==> src/shared/dhh_pkg.sv <==
// constants for the dpll holdover history and interrupt block
// assumes a 32-bit apb host and one system clock
package dhh_pkg;
  localparam int TW_W = 32;
  localparam int CNT_W = 16;
  localparam int NSRC = 7;
  localparam int NGPIO = 2;
  localparam int ADDR_W = 12;
  // operating mode from the dpll state machine
  typedef enum logic [1:0] {
    DHH_FREE = 2'b00,
    DHH_LOCK = 2'b01,
    DHH_HOLD = 2'b10
  } dhh_mode_t;
  // interrupt sources, bit positions in flags, mask, enables and live status
  localparam int SRC_OSC_LOSS = 0;
  localparam int SRC_REF_LOSS = 1;
  localparam int SRC_APLL1_UNLOCK = 2;
  localparam int SRC_APLL2_UNLOCK = 3;
  localparam int SRC_DPLL_UNLOCK = 4;
  localparam int SRC_HOLDOVER = 5;
  localparam int SRC_SWITCHOVER = 6;
  // register byte offsets
  localparam logic [11:0] OFS_CTRL = 12'h000;
  localparam logic [11:0] OFS_FREE_RUN = 12'h004;
  localparam logic [11:0] OFS_IRQ_CTRL = 12'h008;
  localparam logic [11:0] OFS_IRQ_FLAGS = 12'h00c;
  localparam logic [11:0] OFS_IRQ_MASK = 12'h010;
  localparam logic [11:0] OFS_MON_EN = 12'h014;
  localparam logic [11:0] OFS_LIVE = 12'h018;
  localparam logic [11:0] OFS_HIST_STAT = 12'h01c;
  localparam logic [11:0] OFS_HOLD_WORD = 12'h020;
  localparam logic [11:0] OFS_GPIO0 = 12'h024;
  // field positions
  localparam int CTRL_REC_EN = 0;
  localparam int CTRL_SOFT_RST = 1;
  localparam int CTRL_WIN_LSB = 4;
  localparam int IRQ_EN = 0;
  localparam int IRQ_POL = 1;
  localparam int IRQ_AND = 2;
  localparam int IRQ_CLR = 3;
  localparam int GPIO_SEL_LSB = 0;
  localparam int GPIO_POL = 4;
  localparam int GPIO_OD = 5;
  localparam logic [3:0] GPIO_SEL_IRQ = 4'h7;
  // reset values
  localparam logic [3:0] RST_WIN = 4'h4;
  localparam logic [6:0] RST_MON_EN = 7'h7f;
  localparam logic [6:0] RST_MASK = 7'h7f;
endpackage

==> src/shared/dhh_gpio_if.sv <==
// carries per-pin status output configuration and the signals to route
// assumes one configuring side and one pin driver side
`timescale 1ns/1ps
`default_nettype none
interface dhh_gpio_if #(parameter int N = dhh_pkg::NGPIO);
  logic [N-1:0][3:0] sel;
  logic [N-1:0] pol;
  logic [N-1:0] od;
  logic [dhh_pkg::NSRC-1:0] status;
  logic irq;
  modport cfg (output sel, pol, od, status, irq);
  modport pin (input sel, pol, od, status, irq);
endinterface
`default_nettype wire

==> src/dhh_sync.sv <==
// two flip-flop synchroniser for a vector of independent level signals
// assumes each bit is a slow level; no word coherence between bits
`timescale 1ns/1ps
`default_nettype none
module dhh_sync #(parameter int W = dhh_pkg::NSRC)
(
  input wire logic clk,
  input wire logic rst_n,
  input wire logic [W-1:0] d,
  output var logic [W-1:0] q
);
  logic [W-1:0] meta_r;
  always_ff @(posedge clk or negedge rst_n)
  begin
    if (!rst_n)
    begin
      meta_r <= '0;
      q <= '0;
    end
    else
    begin
      meta_r <= d;
      q <= meta_r;
    end
  end
endmodule
`default_nettype wire

==> src/dhh_gpio.sv <==
// status pin drivers: source select, polarity and driver type per pin
// assumes the pin pad resolves open-drain from out and oe
`timescale 1ns/1ps
`default_nettype none
module dhh_gpio #(parameter int N = dhh_pkg::NGPIO)
(
  input wire logic clk,
  input wire logic rst_n,
  dhh_gpio_if.pin cfg,
  output var logic [N-1:0] pin_out,
  output var logic [N-1:0] pin_oe
);
  logic [N-1:0] out_nxt;
  logic [N-1:0] oe_nxt;
  genvar g;
  generate
    for (g = 0; g < N; g++)
    begin : g_pin
      logic v;
      always_comb
      begin
        v = 1'b0;
        if (cfg.sel[g] == dhh_pkg::GPIO_SEL_IRQ)
          v = cfg.irq;
        else if (cfg.sel[g] < 4'(dhh_pkg::NSRC))
          v = cfg.status[cfg.sel[g][2:0]];
        v = v ^ cfg.pol[g];
        // open drain only pulls low
        out_nxt[g] = cfg.od[g] ? 1'b0 : v;
        oe_nxt[g] = cfg.od[g] ? ~v : 1'b1;
      end
    end
  endgenerate
  always_ff @(posedge clk or negedge rst_n)
  begin
    if (!rst_n)
    begin
      pin_out <= '0;
      pin_oe <= '0;
    end
    else
    begin
      pin_out <= out_nxt;
      pin_oe <= oe_nxt;
    end
  end
endmodule
`default_nettype wire

==> src/dhh_top.sv <==
// tuning word history, interrupt flags and status pins behind an apb slave
// assumes lf_word, lf_valid and dpll_mode come from logic on pclk;
// status_live comes from other domains and is synchronised here
`timescale 1ns/1ps
`default_nettype none
// How it works
// - output word is loop filter, history hold word or free-run word by mode
// - while enabled and locked, loop filter samples are summed and averaged
// - on input loss the stored average sets the holdover word
// - holdover entry drops the latest average and the partial sum
// - hard reset and soft reset clear all history
// - first window after a new lock is discarded before history starts
// - switchover and holdover exit keep the stored history
// - record enable going one, zero, one clears the history
// - with no history, holdover uses the unlocked default word
// - each status pin selects a source, polarity and driver type
// - any status pin can carry the interrupt
// - sources are oscillator, reference, three unlocks, holdover, switchover
// - polarity picks rising or falling edge to set a sticky flag
// - a masked flag does not reach the interrupt
// - unmasked flags combine by and or by or
// - host reads flags, then writes one to the clear field
// - a disabled source monitor never sets a flag and reads as clear
module dhh_top #(
  parameter int TW_W = dhh_pkg::TW_W,
  parameter int NGPIO = dhh_pkg::NGPIO
)
(
  input wire logic pclk,
  input wire logic presetn,
  input wire logic psel,
  input wire logic penable,
  input wire logic pwrite,
  input wire logic [dhh_pkg::ADDR_W-1:0] paddr,
  input wire logic [31:0] pwdata,
  output var logic [31:0] prdata,
  output var logic pready,
  output var logic pslverr,
  input wire logic [TW_W-1:0] lf_word,
  input wire logic lf_valid,
  input wire logic [1:0] dpll_mode,
  input wire logic [dhh_pkg::NSRC-1:0] status_live,
  output var logic [TW_W-1:0] tw_out,
  output var logic irq,
  output var logic [NGPIO-1:0] gpio_out,
  output var logic [NGPIO-1:0] gpio_oe
);
  localparam int NS = dhh_pkg::NSRC;
  localparam int AW = TW_W + dhh_pkg::CNT_W;
  dhh_gpio_if #(.N(NGPIO)) gif ();
  logic [NS-1:0] live;
  logic [31:0] prdata_nxt;
  logic pready_nxt, pslverr_nxt, hist_en_r, hist_en_nxt;
  logic [3:0] win_k_r, win_k_nxt;
  logic [TW_W-1:0] free_run_r, free_run_nxt;
  logic irq_en_r, irq_en_nxt, irq_pol_r, irq_pol_nxt, irq_and_r, irq_and_nxt, irq_nxt;
  logic [NS-1:0] flags_r, flags_nxt, mask_r, mask_nxt, mon_en_r, mon_en_nxt;
  logic [NS-1:0] live_prev_r, ev, unmasked;
  logic [NGPIO-1:0][3:0] gsel_r, gsel_nxt;
  logic [NGPIO-1:0] gpol_r, gpol_nxt, god_r, god_nxt;
  logic [AW-1:0] acc_r, acc_nxt, sum_w;
  logic [dhh_pkg::CNT_W-1:0] cnt_r, cnt_nxt;
  logic [TW_W-1:0] latest_r, latest_nxt, older_r, older_nxt, hold_r, hold_nxt, tw_nxt;
  logic skip_r, skip_nxt, latest_v_r, latest_v_nxt, older_v_r, older_v_nxt, hist_v_r, hist_v_nxt;
  logic [1:0] mode_prev_r;
  logic wr_en, soft_rst, clr_all, win_end, enter_lock, enter_hold;
  dhh_pkg::dhh_mode_t mode;
  dhh_sync #(.W(NS)) u_sync (
    .clk(pclk),
    .rst_n(presetn),
    .d(status_live),
    .q(live)
  );
  assign gif.sel = gsel_r;
  assign gif.pol = gpol_r;
  assign gif.od = god_r;
  assign gif.status = live & mon_en_r;
  assign gif.irq = irq;
  dhh_gpio #(.N(NGPIO)) u_gpio (
    .clk(pclk),
    .rst_n(presetn),
    .cfg(gif),
    .pin_out(gpio_out),
    .pin_oe(gpio_oe)
  );
  assign mode = dhh_pkg::dhh_mode_t'(dpll_mode);
  // zero-wait slave: pready rises in every access phase
  assign wr_en = psel && penable && pwrite && pready;
  assign soft_rst = wr_en && paddr == dhh_pkg::OFS_CTRL && pwdata[dhh_pkg::CTRL_SOFT_RST];
  assign clr_all = soft_rst || (wr_en && paddr == dhh_pkg::OFS_IRQ_CTRL && pwdata[dhh_pkg::IRQ_CLR]);
  assign enter_lock = mode == dhh_pkg::DHH_LOCK && mode_prev_r != 2'(dhh_pkg::DHH_LOCK);
  assign enter_hold = mode == dhh_pkg::DHH_HOLD && mode_prev_r != 2'(dhh_pkg::DHH_HOLD);
  assign sum_w = acc_r + AW'(lf_word);
  // power-of-two window keeps the average a shift, not a divider
  assign win_end = lf_valid && cnt_r == dhh_pkg::CNT_W'((17'h00001 << win_k_r) - 17'h00001);
  // register file and apb answers
  always_comb
  begin
    prdata_nxt = 32'h00000000;
    pready_nxt = psel && !penable;
    pslverr_nxt = 1'b0;
    hist_en_nxt = hist_en_r;
    win_k_nxt = win_k_r;
    free_run_nxt = free_run_r;
    irq_en_nxt = irq_en_r;
    irq_pol_nxt = irq_pol_r;
    irq_and_nxt = irq_and_r;
    mask_nxt = mask_r;
    mon_en_nxt = mon_en_r;
    gsel_nxt = gsel_r;
    gpol_nxt = gpol_r;
    god_nxt = god_r;
    if (psel && !penable)
    begin
      unique case (paddr)
        dhh_pkg::OFS_CTRL: prdata_nxt = {24'h000000, win_k_r, 3'h0, hist_en_r};
        dhh_pkg::OFS_FREE_RUN: prdata_nxt = 32'(free_run_r);
        dhh_pkg::OFS_IRQ_CTRL: prdata_nxt = {29'h00000000, irq_and_r, irq_pol_r, irq_en_r};
        dhh_pkg::OFS_IRQ_FLAGS: prdata_nxt = 32'(flags_r);
        dhh_pkg::OFS_IRQ_MASK: prdata_nxt = 32'(mask_r);
        dhh_pkg::OFS_MON_EN: prdata_nxt = 32'(mon_en_r);
        dhh_pkg::OFS_LIVE: prdata_nxt = 32'(live & mon_en_r);
        dhh_pkg::OFS_HIST_STAT: prdata_nxt = {26'h0000000, mode_prev_r, 1'b0, older_v_r, latest_v_r, hist_v_r};
        dhh_pkg::OFS_HOLD_WORD: prdata_nxt = 32'(hold_r);
        default:
        begin
          if (paddr >= dhh_pkg::OFS_GPIO0 && paddr < dhh_pkg::OFS_GPIO0 + 12'(4 * NGPIO) && paddr[1:0] == 2'h0)
          begin
            for (int i = 0; i < NGPIO; i++)
              if (paddr == dhh_pkg::OFS_GPIO0 + 12'(4 * i))
                prdata_nxt = {26'h0000000, god_r[i], gpol_r[i], gsel_r[i]};
          end
          else
            pslverr_nxt = 1'b1;
        end
      endcase
    end
    if (wr_en)
    begin
      unique case (paddr)
        dhh_pkg::OFS_CTRL:
        begin
          hist_en_nxt = pwdata[dhh_pkg::CTRL_REC_EN];
          win_k_nxt = pwdata[dhh_pkg::CTRL_WIN_LSB +: 4];
        end
        dhh_pkg::OFS_FREE_RUN: free_run_nxt = pwdata[TW_W-1:0];
        dhh_pkg::OFS_IRQ_CTRL:
        begin
          irq_en_nxt = pwdata[dhh_pkg::IRQ_EN];
          irq_pol_nxt = pwdata[dhh_pkg::IRQ_POL];
          irq_and_nxt = pwdata[dhh_pkg::IRQ_AND];
        end
        dhh_pkg::OFS_IRQ_MASK: mask_nxt = pwdata[NS-1:0];
        dhh_pkg::OFS_MON_EN: mon_en_nxt = pwdata[NS-1:0];
        default:
        begin
          for (int i = 0; i < NGPIO; i++)
            if (paddr == dhh_pkg::OFS_GPIO0 + 12'(4 * i))
            begin
              gsel_nxt[i] = pwdata[dhh_pkg::GPIO_SEL_LSB +: 4];
              gpol_nxt[i] = pwdata[dhh_pkg::GPIO_POL];
              god_nxt[i] = pwdata[dhh_pkg::GPIO_OD];
            end
        end
      endcase
    end
  end
  // sticky flags and interrupt output
  always_comb
  begin
    ev = (irq_pol_r ? (live & ~live_prev_r) : (~live & live_prev_r)) & mon_en_r & {NS{irq_en_r}};
    flags_nxt = flags_r;
    if (wr_en && paddr == dhh_pkg::OFS_IRQ_FLAGS)
      flags_nxt = flags_nxt & ~pwdata[NS-1:0];
    if (clr_all)
      flags_nxt = '0;
    flags_nxt = flags_nxt | ev;
    unmasked = flags_nxt & ~mask_nxt;
    if (irq_and_nxt)
      irq_nxt = irq_en_nxt && unmasked != '0 && (flags_nxt | mask_nxt) == {NS{1'b1}};
    else
      irq_nxt = irq_en_nxt && unmasked != '0;
  end
  // history averaging and tuning word source
  always_comb
  begin
    acc_nxt = acc_r;
    cnt_nxt = cnt_r;
    skip_nxt = skip_r;
    latest_nxt = latest_r;
    latest_v_nxt = latest_v_r;
    older_nxt = older_r;
    older_v_nxt = older_v_r;
    hold_nxt = hold_r;
    hist_v_nxt = hist_v_r;
    if (!hist_en_r || soft_rst)
    begin
      acc_nxt = '0;
      cnt_nxt = '0;
      skip_nxt = 1'b1;
      latest_v_nxt = 1'b0;
      older_v_nxt = 1'b0;
      hist_v_nxt = 1'b0;
      hold_nxt = '0;
    end
    else if (enter_lock)
    begin
      acc_nxt = '0;
      cnt_nxt = '0;
      skip_nxt = 1'b1;
    end
    else if (mode == dhh_pkg::DHH_LOCK && lf_valid)
    begin
      acc_nxt = sum_w;
      cnt_nxt = cnt_r + 1'b1;
      if (win_end)
      begin
        acc_nxt = '0;
        cnt_nxt = '0;
        skip_nxt = 1'b0;
        if (!skip_r)
        begin
          older_nxt = latest_r;
          older_v_nxt = latest_v_r;
          latest_nxt = TW_W'(sum_w >> win_k_r);
          latest_v_nxt = 1'b1;
        end
      end
    end
    else if (enter_hold)
    begin
      acc_nxt = '0;
      cnt_nxt = '0;
      latest_v_nxt = 1'b0;
      older_v_nxt = 1'b0;
      // old history kept if none newer
      if (older_v_r)
      begin
        hold_nxt = older_r;
        hist_v_nxt = 1'b1;
      end
    end
    unique case (mode)
      dhh_pkg::DHH_LOCK: tw_nxt = lf_word;
      dhh_pkg::DHH_HOLD: tw_nxt = hist_v_nxt ? hold_nxt : free_run_r;
      dhh_pkg::DHH_FREE: tw_nxt = free_run_r;
      default: tw_nxt = free_run_r;
    endcase
  end

  always_ff @(posedge pclk or negedge presetn)
  begin
    if (!presetn)
    begin
      prdata <= 32'h00000000;
      pready <= 1'b0;
      pslverr <= 1'b0;
      hist_en_r <= 1'b0;
      win_k_r <= dhh_pkg::RST_WIN;
      free_run_r <= '0;
      irq_en_r <= 1'b0;
      irq_pol_r <= 1'b1;
      irq_and_r <= 1'b0;
      flags_r <= '0;
      mask_r <= dhh_pkg::RST_MASK;
      mon_en_r <= dhh_pkg::RST_MON_EN;
      live_prev_r <= '0;
      gsel_r <= '0;
      gpol_r <= '0;
      god_r <= '0;
      irq <= 1'b0;
      acc_r <= '0;
      cnt_r <= '0;
      skip_r <= 1'b1;
      latest_r <= '0;
      latest_v_r <= 1'b0;
      older_r <= '0;
      older_v_r <= 1'b0;
      hold_r <= '0;
      hist_v_r <= 1'b0;
      mode_prev_r <= 2'h0;
      tw_out <= '0;
    end
    else
    begin
      prdata <= prdata_nxt;
      pready <= pready_nxt;
      pslverr <= pslverr_nxt;
      hist_en_r <= hist_en_nxt;
      win_k_r <= win_k_nxt;
      free_run_r <= free_run_nxt;
      irq_en_r <= irq_en_nxt;
      irq_pol_r <= irq_pol_nxt;
      irq_and_r <= irq_and_nxt;
      flags_r <= flags_nxt;
      mask_r <= mask_nxt;
      mon_en_r <= mon_en_nxt;
      live_prev_r <= live;
      gsel_r <= gsel_nxt;
      gpol_r <= gpol_nxt;
      god_r <= god_nxt;
      irq <= irq_nxt;
      acc_r <= acc_nxt;
      cnt_r <= cnt_nxt;
      skip_r <= skip_nxt;
      latest_r <= latest_nxt;
      latest_v_r <= latest_v_nxt;
      older_r <= older_nxt;
      older_v_r <= older_v_nxt;
      hold_r <= hold_nxt;
      hist_v_r <= hist_v_nxt;
      mode_prev_r <= dpll_mode;
      tw_out <= tw_nxt;
    end
  end
endmodule
`default_nettype wire

==> config.mk <==
export PLATFORM = sky130hd
export DESIGN_NAME = dhh_top
export DESIGN_NICKNAME = d
export VERILOG_FILES = /design/src/shared/dhh_pkg.sv /design/src/shared/dhh_gpio_if.sv /design/src/dhh_sync.sv /design/src/dhh_gpio.sv /design/src/dhh_top.sv
export SDC_FILE = /design/constraint.sdc
export NUM_CORES = 1
export LEC_CHECK = 0
export BUFFER_PORTS_ARGS = -buffer_cell sky130_fd_sc_hd__buf_2
export CORE_ASPECT_RATIO = 0.9
export CORE_MARGIN = 4
export CORE_UTILIZATION = 53
export CTS_CLUSTER_DIAMETER = 60
export DETAILED_ROUTE_END_ITERATION = 6
export GPL_TIMING_DRIVEN = 0
export PLACE_DENSITY = 0.74
export SLEW_MARGIN = 20
export SYNTH_ARGS = -nofsm -noshare
export SYNTH_HDL_FRONTEND = slang
export SYNTH_SLANG_ARGS = --single-unit
==> constraint.sdc <==
create_clock -name pclk -period 4 [get_ports pclk]
set_input_delay 0.8 -clock pclk [delete_from_list [all_inputs] [get_ports pclk]]
set_output_delay 0.8 -clock pclk [all_outputs]
set_load 0.03 [all_outputs]
# --- After elaboration in Yosys (flattened, before gate mapping) ---
# Cells that the tools add are included.
op_classes:
  eq_ne: 21
  n_div: 0
  bitwise: 22
  reduce_logical: 39
  order_cmp: 6
  shift: 2
  muxes: 67
  multipliers: 0
  n_addsub: 3
op_table:
  columns: ["op", "count"]
  rows:
  - ["$mux 32", 9]
  - ["$pmux 32 s9", 1]
  - ["$mux 48", 5]
  - ["$mux 16", 5]
  - ["$pmux 32 s2", 1]
  - ["$and 7x7->7", 8]
  - ["$add 48x32->48", 1]
  - ["$eq 12x5->1 const B", 4]
  - ["$shr 48x4->32", 1]
  - ["$mux 1", 38]
  - ["$eq 12x6->1 const B", 3]
  - ["$mux 7", 5]
  - ["$not 7->7", 4]
  - ["$eq 12x4->1 const B", 2]
  - ["$logic_and 1x1->1", 17]
  - ["$add 16x1->16 const B", 1]
  - ["$eq 16x16->1", 1]
  - ["$shl 1x4->16 const A", 1]
  - ["$sub 16x1->16 const B", 1]
  - ["$or 7x7->7", 2]
  - ["$eq 12x3->1 const B", 1]
  - ["$ge 12x6->1 const B", 1]
  - ["$logic_not 12->1", 1]
  - ["$lt 12x6->1 const B", 1]
  - ["25 further kinds", 46]
word_totals:
  output_inout_bits: 71
  ff_bits: 331
  memories: 0
  mem_bits_rw: 0
  latch_bits: 0
  in_bits: 91
  rom_bits: 0

# --- Longest topological paths before layout ---
# Gate-level depths: netlist of the first run.
depth:
  depth_word: 13
  ltp_mapped: 16
  ltp_nobuf: 13

# --- Hierarchy ---
# From an unflattened synthesis of the first run, not the netlist that was laid out.
unflattened:
  hier_cells: 2008
  hier_area_um2: 18750.5
by_module_without_submodules:
  columns: ["module", "seq_area_each_um2", "area_each_um2", "cells_per_inst", "instances"]
  rows:
  - ["dhh_top", 7828.8, 18079.8, 1964, 1]
  - ["dhh_sync", 350.3, 350.3, 14, 1]
  - ["dhh_gpio", 100.1, 320.3, 30, 1]

# --- Worst setup path before layout of the first run ---
# No wires, ideal clock.
synth_timing:
  path_type: "register to register"
  start: "register win_k_r[0]"
  end: "register latest_r[30]"
  setup_time_ns: 0.069
  path_stages_with_launch: 16
  synth_period_minus_slack_ns: 3.808
  arrival_time_ns: 3.739
  setup_slack_ns: 0.192
  cell_sequence: "dfrtp_1 -> buf_1 -> clkbuf_1 -> buf_1 -> nand2_1 -> ha_1 -> or2_2 -> o22ai_1 -> a22oi_1 -> xor2_1 -> nand3_1 -> or4_1 -> or2_2 -> a2111oi_0 -> o32ai_1 -> nand3_1"
synth_between:
  elab_chain_len: 5
  word_cells_on_any_way: 6
  classes_between: "1 x add/sub; 1 x eq/ne; 2 x shift; 2 x reduce/logical"
synth_lines:
  columns: ["item", "line", "text"]
  rows:
  - ["start, declared", "dhh_top.sv:54", "logic [3:0] win_k_r, win_k_nxt;"]
  - ["start signal, assigned", "dhh_top.sv:259", "win_k_r <= dhh_pkg::RST_WIN;"]
  - ["start signal, assigned", "dhh_top.sv:290", "win_k_r <= win_k_nxt;"]
  - ["$shl 1x4->16", "dhh_top.sv:95", "assign win_end = lf_valid && cnt_r == dhh_pkg::CNT_W'((17'h00001 << win_k_r) - 17'h00001);"]
  - ["$sub 16x1->16", "dhh_top.sv:95", null]
  - ["$eq 16x16->1", "dhh_top.sv:95", null]
  - ["$logic_and 1x1->1", "dhh_top.sv:95", null]
  - ["$reduce_and 5->1 (no line)", null, null]
  - ["end signal, assigned", "dhh_top.sv:306", "latest_r <= latest_nxt;"]
  - ["end, declared", "dhh_top.sv:63", "logic [TW_W-1:0] latest_r, latest_nxt, older_r, older_nxt, hold_r, hold_nxt, tw_nxt;"]
# Several ways; a longest one is shown, not always the timed one.
# A chain may end at the register's enable or synchronous reset.

# --- Worst setup path after layout of the first run ---
layout_timing:
  start: "input lf_word[1]"
  end: "register latest_r[12]"
layout_between:
  elab_chain_len: 2
layout_lines:
  columns: ["item", "line", "text"]
  rows:
  - ["start, declared", "dhh_top.sv:39", "input wire logic [TW_W-1:0] lf_word,"]
  - ["$add 48x32->48", "dhh_top.sv:93", "assign sum_w = acc_r + AW'(lf_word);"]
  - ["$shr 48x4->32", "dhh_top.sv:225", "latest_nxt = TW_W'(sum_w >> win_k_r);"]
# Every way passes these cells.

==> results of run 1 <==
[worst max-delay path: stages]
cell and delay [ns]:
sky130_fd_sc_hd__buf_2 0.14, sky130_fd_sc_hd__ha_1 0.32, sky130_fd_sc_hd__a211oi_1 0.44, sky130_fd_sc_hd__o211ai_1 0.27
sky130_fd_sc_hd__a221oi_4 0.56, sky130_fd_sc_hd__o21bai_1 0.16, sky130_fd_sc_hd__xor2_1 0.28, sky130_fd_sc_hd__mux4_2 0.56
sky130_fd_sc_hd__and2_1 0.17, sky130_fd_sc_hd__a41oi_1 0.40, sky130_fd_sc_hd__o22ai_1 0.20, sky130_fd_sc_hd__a21o_1 0.18
[cell usage after synthesis (all sizes together) (36+ instances only)]
master and instances:
ha 36, buf 43, a22oi 42, a21oi 119
nor3 38, nand3 40, clkbuf 106, mux2 77
o21ai 157, mux2i 54, nand2 339, nor2 222
dfrtp 313
[logic make-up (layout without fill, tap and decap cells)]
logic type / count (synthesis) / after routing / synth area share (%)
adder cells (fa/ha/maj): 37 / 37 / 2.41
other: 0 / 2 / 0
AO/OA/AOI/OAI: 623 / 623 / 22.1
XOR/XNOR: 52 / 52 / 2.33
flip-flops: 330 / 330 / 42.4
AND/OR/NAND/NOR: 789 / 789 / 17.9
buffers and inverters: 183 / 422 / 3.77
multiplexers: 148 / 148 / 9.16
[what timing repair did]
action,CTS,global route
gates resized for setup,34,39
pin swaps,3,5
setup buffers,5,3
setup endpoints to repair,130,146
hold endpoints to repair,0,0
[where the power goes]
part	switching [mW]	internal, mW	total [mW]	leakage, nW
registers	0.0159	3.36	3.38	4.44
clock network	1.52	2.35	3.86	0.695
logic	0.379	0.152	0.531	5.18
[stage by stage]
step / cell area, um2 / hold WS, ns / total power [mW] / worst slack, ns / cells
after detailed placement: 21000 / 0.335 / 3.94 / -1.30 / 2801
after floorplan: 19500 / 0.331 / 3.67 / 0.192 / 2162
after global routing: 22800 / 0.181 / 7.99 / -0.0880 / 2879
after global placement: 20900 / 0.333 / 3.92 / -4.09 / 2797
after CTS: 22600 / 0.167 / 7.78 / 0.0181 / 2875
final: 22800 / 0.158 / 7.77 / -0.0480 / 2879
[worst paths after layout]
check / from / end / slack, ns / depth (start not counted)
max: lf_word[1] / latest_r[12]$_DFFE_PN0P_ / -0.05 / 12
min: presetn / prdata[1]$_DFF_PN0_ / 0.16 / 1
max reg2reg: acc_r[1]$_DFFE_PN0P_ / latest_r[12]$_DFFE_PN0P_ / -0.05 / 11
min reg2reg: u_sync.meta_r[6]$_DFF_PN0_ / u_sync.q[6]$_DFF_PN0_ / 0.35 / 0
max in group asynchronous: presetn / irq_pol_r$_DFFE_PN1P_ / 2.72 / 3
min in group pclk: u_sync.meta_r[6]$_DFF_PN0_ / u_sync.q[6]$_DFF_PN0_ / 0.35 / 0
[per-layer routing]
metal	up-vias	global-route usage (%)
li1	8302	-
met1	9207	51.5
met2	1237	52.2
met3	198	11.0
met4	2	11.9
met5	-	0
[registers in the layout (all words and copies together) (netlist names), 8 cells and up]
name and count:
prdata 32, acc_r 47, older_r 32, tw_out 32, free_run_r 32, cnt_r 16, hold_r 32, gif.sel 8
latest_r 32
[final cells by class]
| cell class | count | area [um2] |
|---|---|---|
| buffer | 147 | 649 |
| tap | 476 | 596 |
| clock inverter | 23 | 313 |
| multi-input combinational | 1649 | 10800 |
| timing repair buffer | 171 | 992 |
| inverter | 34 | 128 |
| fill | 3058 | 13400 |
| clock buffer | 47 | 1090 |
| sequential | 330 | 8280 |
| antenna | 2 | 5.00 |
==> impl_metrics.csv, run 1 <==
group,metric,value,unit
run_status,outcome,"finished with violations",
run_status,violations,"setup timing",
yosys,combined_area_of_all_synthesized_cells,0.0195,mm2
yosys,syn_avg_cell_area,9.04,um2
detailed_routing,wl_met1,30900,um
clock_network,number_of_cts_inserted_buffers,39,
setup_path,start_kind,"input pin",
layout,post_route_cells_drive_above_1_share,19.1,%
sta,finalClockSkew,0.0326,ns
detailed_routing,met3WireLength,9550,um
sta,hold_violations,0,
detailed_routing,drc_errors,0,
clock_network,post_cts_hold_fix_bufs,0,
clock_network,clkSlewWorstSetupHoldPaths,0.06,ns
detailed_routing,routed-via-count,18946,
setup_path,endpoint_required_time_on_the_critical_path,4.44,ns
yosys,ys_dominant_reg_cell,"sky130_fd_sc_hd__dfrtp_1",
floorplanning,ios,162,
clock_network,ctsHtreeMaxLevel,2,
layout,layout-area-overhead-vs-synth,16.9,%
sta,rsz0062_at_grt,"true",
power,peakVddDrop,0.000308,V
placed_design,number_of_port_buffers,159,
global_route,initial_antenna_violation_count,3,
yosys,yosysTopAreaCellShare,40.1,%
floorplanning,initial_core_util,53.9,%
yosys,synthDominantAreaCellType,"sky130_fd_sc_hd__dfrtp_1",
sta,finalCriticalPeriod,4.05,ns
power,power.density,340,mW/mm2
yosys,synth.net_count,2290,
clock_network,cts.path.max_buffers,3,
floorplanning,die_height,190,um
global_route,pin_count_of_the_biggest_net_entering_global_routing,76,
clock_network,clk_latency,0.56,ns
setup_path,endpoint_kind,"register",
setup_path,critPathKind,"input pin to register",
yosys,synthesis.yosys.warnings,0,
floorplanning,die_width,210,um
global_route,first_global_vias,18258,
placed_design,dp_hpwl,56800,um
clock_network,cts-root-buf,"sky130_fd_sc_hd__clkbuf_16",
sta,post-route-period-util,101,%
detailed_routing,vias_per_cell,6.58,
layout,most_frequent_cells_in_the_layout,"sky130_fd_sc_hd__nand2_1 (336), sky130_fd_sc_hd__dfrtp_1 (312), sky130_fd_sc_hd__nor2_1 (219)",
yosys,ys_top_cells_by_area,"sky130_fd_sc_hd__dfrtp_1 (40%), sky130_fd_sc_hd__nand2_1 (6.5%), sky130_fd_sc_hd__mux2_2 (4.4%)",
detailed_routing,wire_per_inst,25.6,um
sta,drv_slew,0,
sta,max_clock_freq,0.247,GHz
detailed_routing,drt_first_iter_violations,2441,
global_route,first_pass_grt_wire_length,111000,um
detailed_routing,route.antenna.remaining_nets,0,
setup_path,critical_path_arrival,4.49,ns
global_route,total_routing_usage_gr,35.9,%
sta,setup-violations-final,1,
floorplanning,placeable_core_area,0.0363,mm2
layout,layout.cells.most_common,"sky130_fd_sc_hd__nand2_1",
layout,layout.core_utilization,63.0,%
yosys,synth.lib_cells_used.distinct,97,
yosys,synth-edff-count,0,
power,power_leakage,10.3,nW
detailed_routing,drt_pass1_iterations,6,
clock_network,tritoncts,"built",
sta,fin_setup_tns,-0.0480,ns
run,maxCapViolations,0,
placed_design,gp_congestion,1.02,
worst_hold_path,worstHoldPathType,"input pin to async pin",
setup_path,cp_max_fo,7,
detailed_routing,sum_of_met2_wire_segment_lengths_after_detailed_routing,30600,um
detailed_routing,detail_route.wirelength,73800,um
sta,setup_slack,-0.0480,ns
clock_network,cts_sinks,330,
yosys,synthArstFlopShare,100,%
floorplanning,die_footprint,0.0400,mm2
sta,max-slew-margin-rel,27.2,%
detailed_routing,routed.top_layer,"met5",
global_route,overflow,0,
yosys,synth_seq_cells,330,
yosys,yosysSeqAreaShare,42.4,%
yosys,synthesis.instances,2162,
layout,nNetsFinal,2500,
sta,worstMarginPinSlew,1.08,ns
floorplanning,placementRows,66,
Note: power is estimated with default switching activity, not from simulation.
==> inputs of run 2 (changes only) <==
Settings changed: CELL_PAD_IN_SITES_DETAIL_PLACEMENT set to 1, CELL_PAD_IN_SITES_GLOBAL_PLACEMENT set to 1, CORE_UTILIZATION 53 to 42, HOLD_SLACK_MARGIN set to 0.15, PLACE_DENSITY 0.74 to 0.76.
==> run 2 against run 1 <==
  * The flow still finishes with violations (setup timing)
  * Critical path depth increased by 1
  * Clock-buffer cell count up 10
  * Sequential share of layout area fell by 0.96 points
  * Die area rose by 25%
==> impl_metrics.csv, run 2 (synthesis results as in run 1) <==
group,metric,value,unit
run_status,outcome,"finished with violations",
run_status,violations,"setup timing",
layout,post_route_cells_drive_above_1_share,21.0,%
worst_hold_path,worstHoldPathType,"input pin to async pin",
clock_network,number_of_cts_inserted_buffers,43,
detailed_routing,vias_per_cell,6.30,
global_route,groute.layer.met2.usage,52.2,%
global_route,overflow,0,
power,power.density,344,mW/mm2
clock_network,clk_latency,0.59,ns
power,power_leakage,10.5,nW
clock_network,cts_sinks,330,
sta,setup-violations-final,3,
sta,rsz0062_at_grt,"true",
layout,layout.cells.most_common,"sky130_fd_sc_hd__nand2_1",
layout,largest_register_ffs,47,
detailed_routing,drt_pass1_iterations,6,
power,share_clk_of_total_power,51.4,%
sta,worstMarginPinSlew,1.06,ns
sta,hold_violations,0,
detailed_routing,routed-via-count,19103,
global_route,first_pass_grt_wire_length,128000,um
run,maxCapViolations,0,
setup_path,critical_path.max_stage_delay,0.50,ns
sta,max_clock_freq,0.245,GHz
floorplanning,die_footprint,0.0500,mm2
sta,finalClockSkew,0.0290,ns
layout,layout-area-overhead-vs-synth,20.1,%
global_route,first_global_vias,19541,
setup_path,crit_path_top_delay_cell,"sky130_fd_sc_hd__o41a_1",
power,power.switching,2.03,mW
setup_path,chain_of_cells_forming_the_critical_path,"buf_2, ha_1, buf_2, nand2_1, o211ai_1, a21oi_2, or3_1, a21o_1, a21oi_2, xnor2_1, a2111oi_0, o41a_1, o31a_1",
sta,finalCriticalPeriod,4.07,ns
setup_path,critPathKind,"input pin to register",
sta,setup_slack,-0.0744,ns
power,design_power_total,8.08,mW
layout,num_antenna_cells,0,
floorplanning,ios,162,
floorplanning,placeable_core_area,0.0456,mm2
setup_path,critical_path.top_delay_family,"compound AO/OA/AOI/OAI gates",
setup_path,start_kind,"input pin",
detailed_routing,route.antenna.remaining_nets,0,
floorplanning,placementRows,74,
detailed_routing,drc_errors,0,
floorplanning,die_width,235,um
power,share_seq_of_total_power,41.8,%
global_route,grtUsageMet3,11.4,%
sta,hold-worst-slack,0.221,ns
global_route,use_met1,46.0,%
detailed_routing,drt_first_iter_violations,1684,
global_route,pin_count_of_the_biggest_net_entering_global_routing,93,
power,swShare,25.1,%
sta,drv_slew,0,
setup_path,critical_path.n_buffers_inverters,2,
setup_path,endpoint_kind,"register",
detailed_routing,detail_route.wirelength,87300,um
power,cellInternalPower,6.05,mW
power,power_frac_comb,6.8,%
layout,most_frequent_cells_in_the_layout,"sky130_fd_sc_hd__nand2_1 (335), sky130_fd_sc_hd__dfrtp_1 (311), sky130_fd_sc_hd__nor2_1 (217)",
sta,max-slew-margin-rel,28.5,%
placed_design,number_of_port_buffers,159,
setup_path,cp-startpoint,"lf_word[19]",
layout,nNetsFinal,2519,
clock_network,cts-root-buf,"sky130_fd_sc_hd__clkbuf_16",
clock_network,cts.path.max_buffers,3,
setup_path,reg2reg_from,"win_k_r[0]$_DFFE_PN0P_",
global_route,initial_antenna_violation_count,3,
floorplanning,die_height,213,um
clock_network,clkSlewWorstSetupHoldPaths,0.06,ns
placed_design,detailedPlace.worstSlack,-1.87,ns
floorplanning,initial_core_util,42.8,%
clock_network,ctsHtreeMaxLevel,2,
detailed_routing,wire_per_inst,28.8,um
setup_path,endpoint_required_time_on_the_critical_path,4.46,ns
setup_path,critical_path_arrival,4.54,ns
setup_path,cp_max_fo,9,
power,peakVddDrop,0.000281,V
setup_path,reg2reg_depth,15,
global_route,total_routing_usage_gr,34.0,%
placed_design,dp_hpwl,67400,um
setup_path,timing.rr.end,"latest_r[30]$_DFFE_PN0P_",
clock_network,tritoncts,"built",
setup_path,setup.reg_to_reg.worst_slack,-0.06,ns
sta,post-route-period-util,102,%
placed_design,gp_congestion,1.01,
layout,regMostFlops,"acc_r",
global_route,gr-max-usage-layer,"met2",
[run 2: metrics by stage]
| stage | setup TNS, ns | cell area (um2) | util (%) | cells |
|---|---|---|---|---|
| after floorplan | 0 | 19500 | - | 2162 |
| after global placement | -1584.19 | 21100 | 46.2 | 2929 |
| after detailed placement | -213.71 | 21200 | 46.5 | 2932 |
| after CTS | 0 | 23100 | 50.5 | 3021 |
| after global routing | -0.348 | 23500 | 51.4 | 3033 |
| final | -0.137 | 23500 | 51.4 | 3033 |
[run 2: area by class of cell]
| cell class | count | area (um2) |
|---|---|---|
| flip-flops and latches | 330 | 8280 |
| well taps | 608 | 761 |
| multi-input cells | 1649 | 11000 |
| clock buffers | 57 | 1210 |
| plain buffers | 144 | 672 |
| inverters | 34 | 128 |
| clock inverters | 22 | 300 |
| fillers | 5304 | 22200 |
| repair buffers | 189 | 1090 |
[run 2: repair_timing]
action / 4_1_cts / 5_1_grt
gates resized for setup: 65 / 59
buffers inserted: 11 / 16
pin swaps: 7 / 17
hold buffers: 0 / 0
setup endpoints to repair: 131 / 121
[run 2: routing by layer]
metal	routed length, um	vias to the layer above
li1	-	8344
met1	37800	9774
met2	37800	814
met3	8860	167
met4	2710	4
met5	102	-
[run 2: worst max-delay path by stage]
stage | end | depth (start not counted)
5_1_grt | latest_r[30]$_DFFE_PN0P_ | 15
6_report | latest_r[31]$_DFFE_PN0P_ | 13
4_1_cts | latest_r[18]$_DFFE_PN0P_ | 13
3_3_place_gp | acc_r[29]$_DFFE_PN0P_ | 1
3_5_place_dp | cnt_r[10]$_DFFE_PN0P_ | 16
2_1_floorplan | latest_r[30]$_DFFE_PN0P_ | 15
[run 2: power groups by stage]
| stage | Clock [mW] | Sequential (mW) | Combinational [mW] |
|---|---|---|---|
| global placement | 0 | 3.44 | 0.501 |
| CTS | 4.20 | 3.38 | 0.533 |
| floorplan | 0 | 3.46 | 0.211 |
| global route | 4.35 | 3.38 | 0.585 |
| detailed placement | 0 | 3.44 | 0.525 |
| finish | 4.15 | 3.38 | 0.548 |
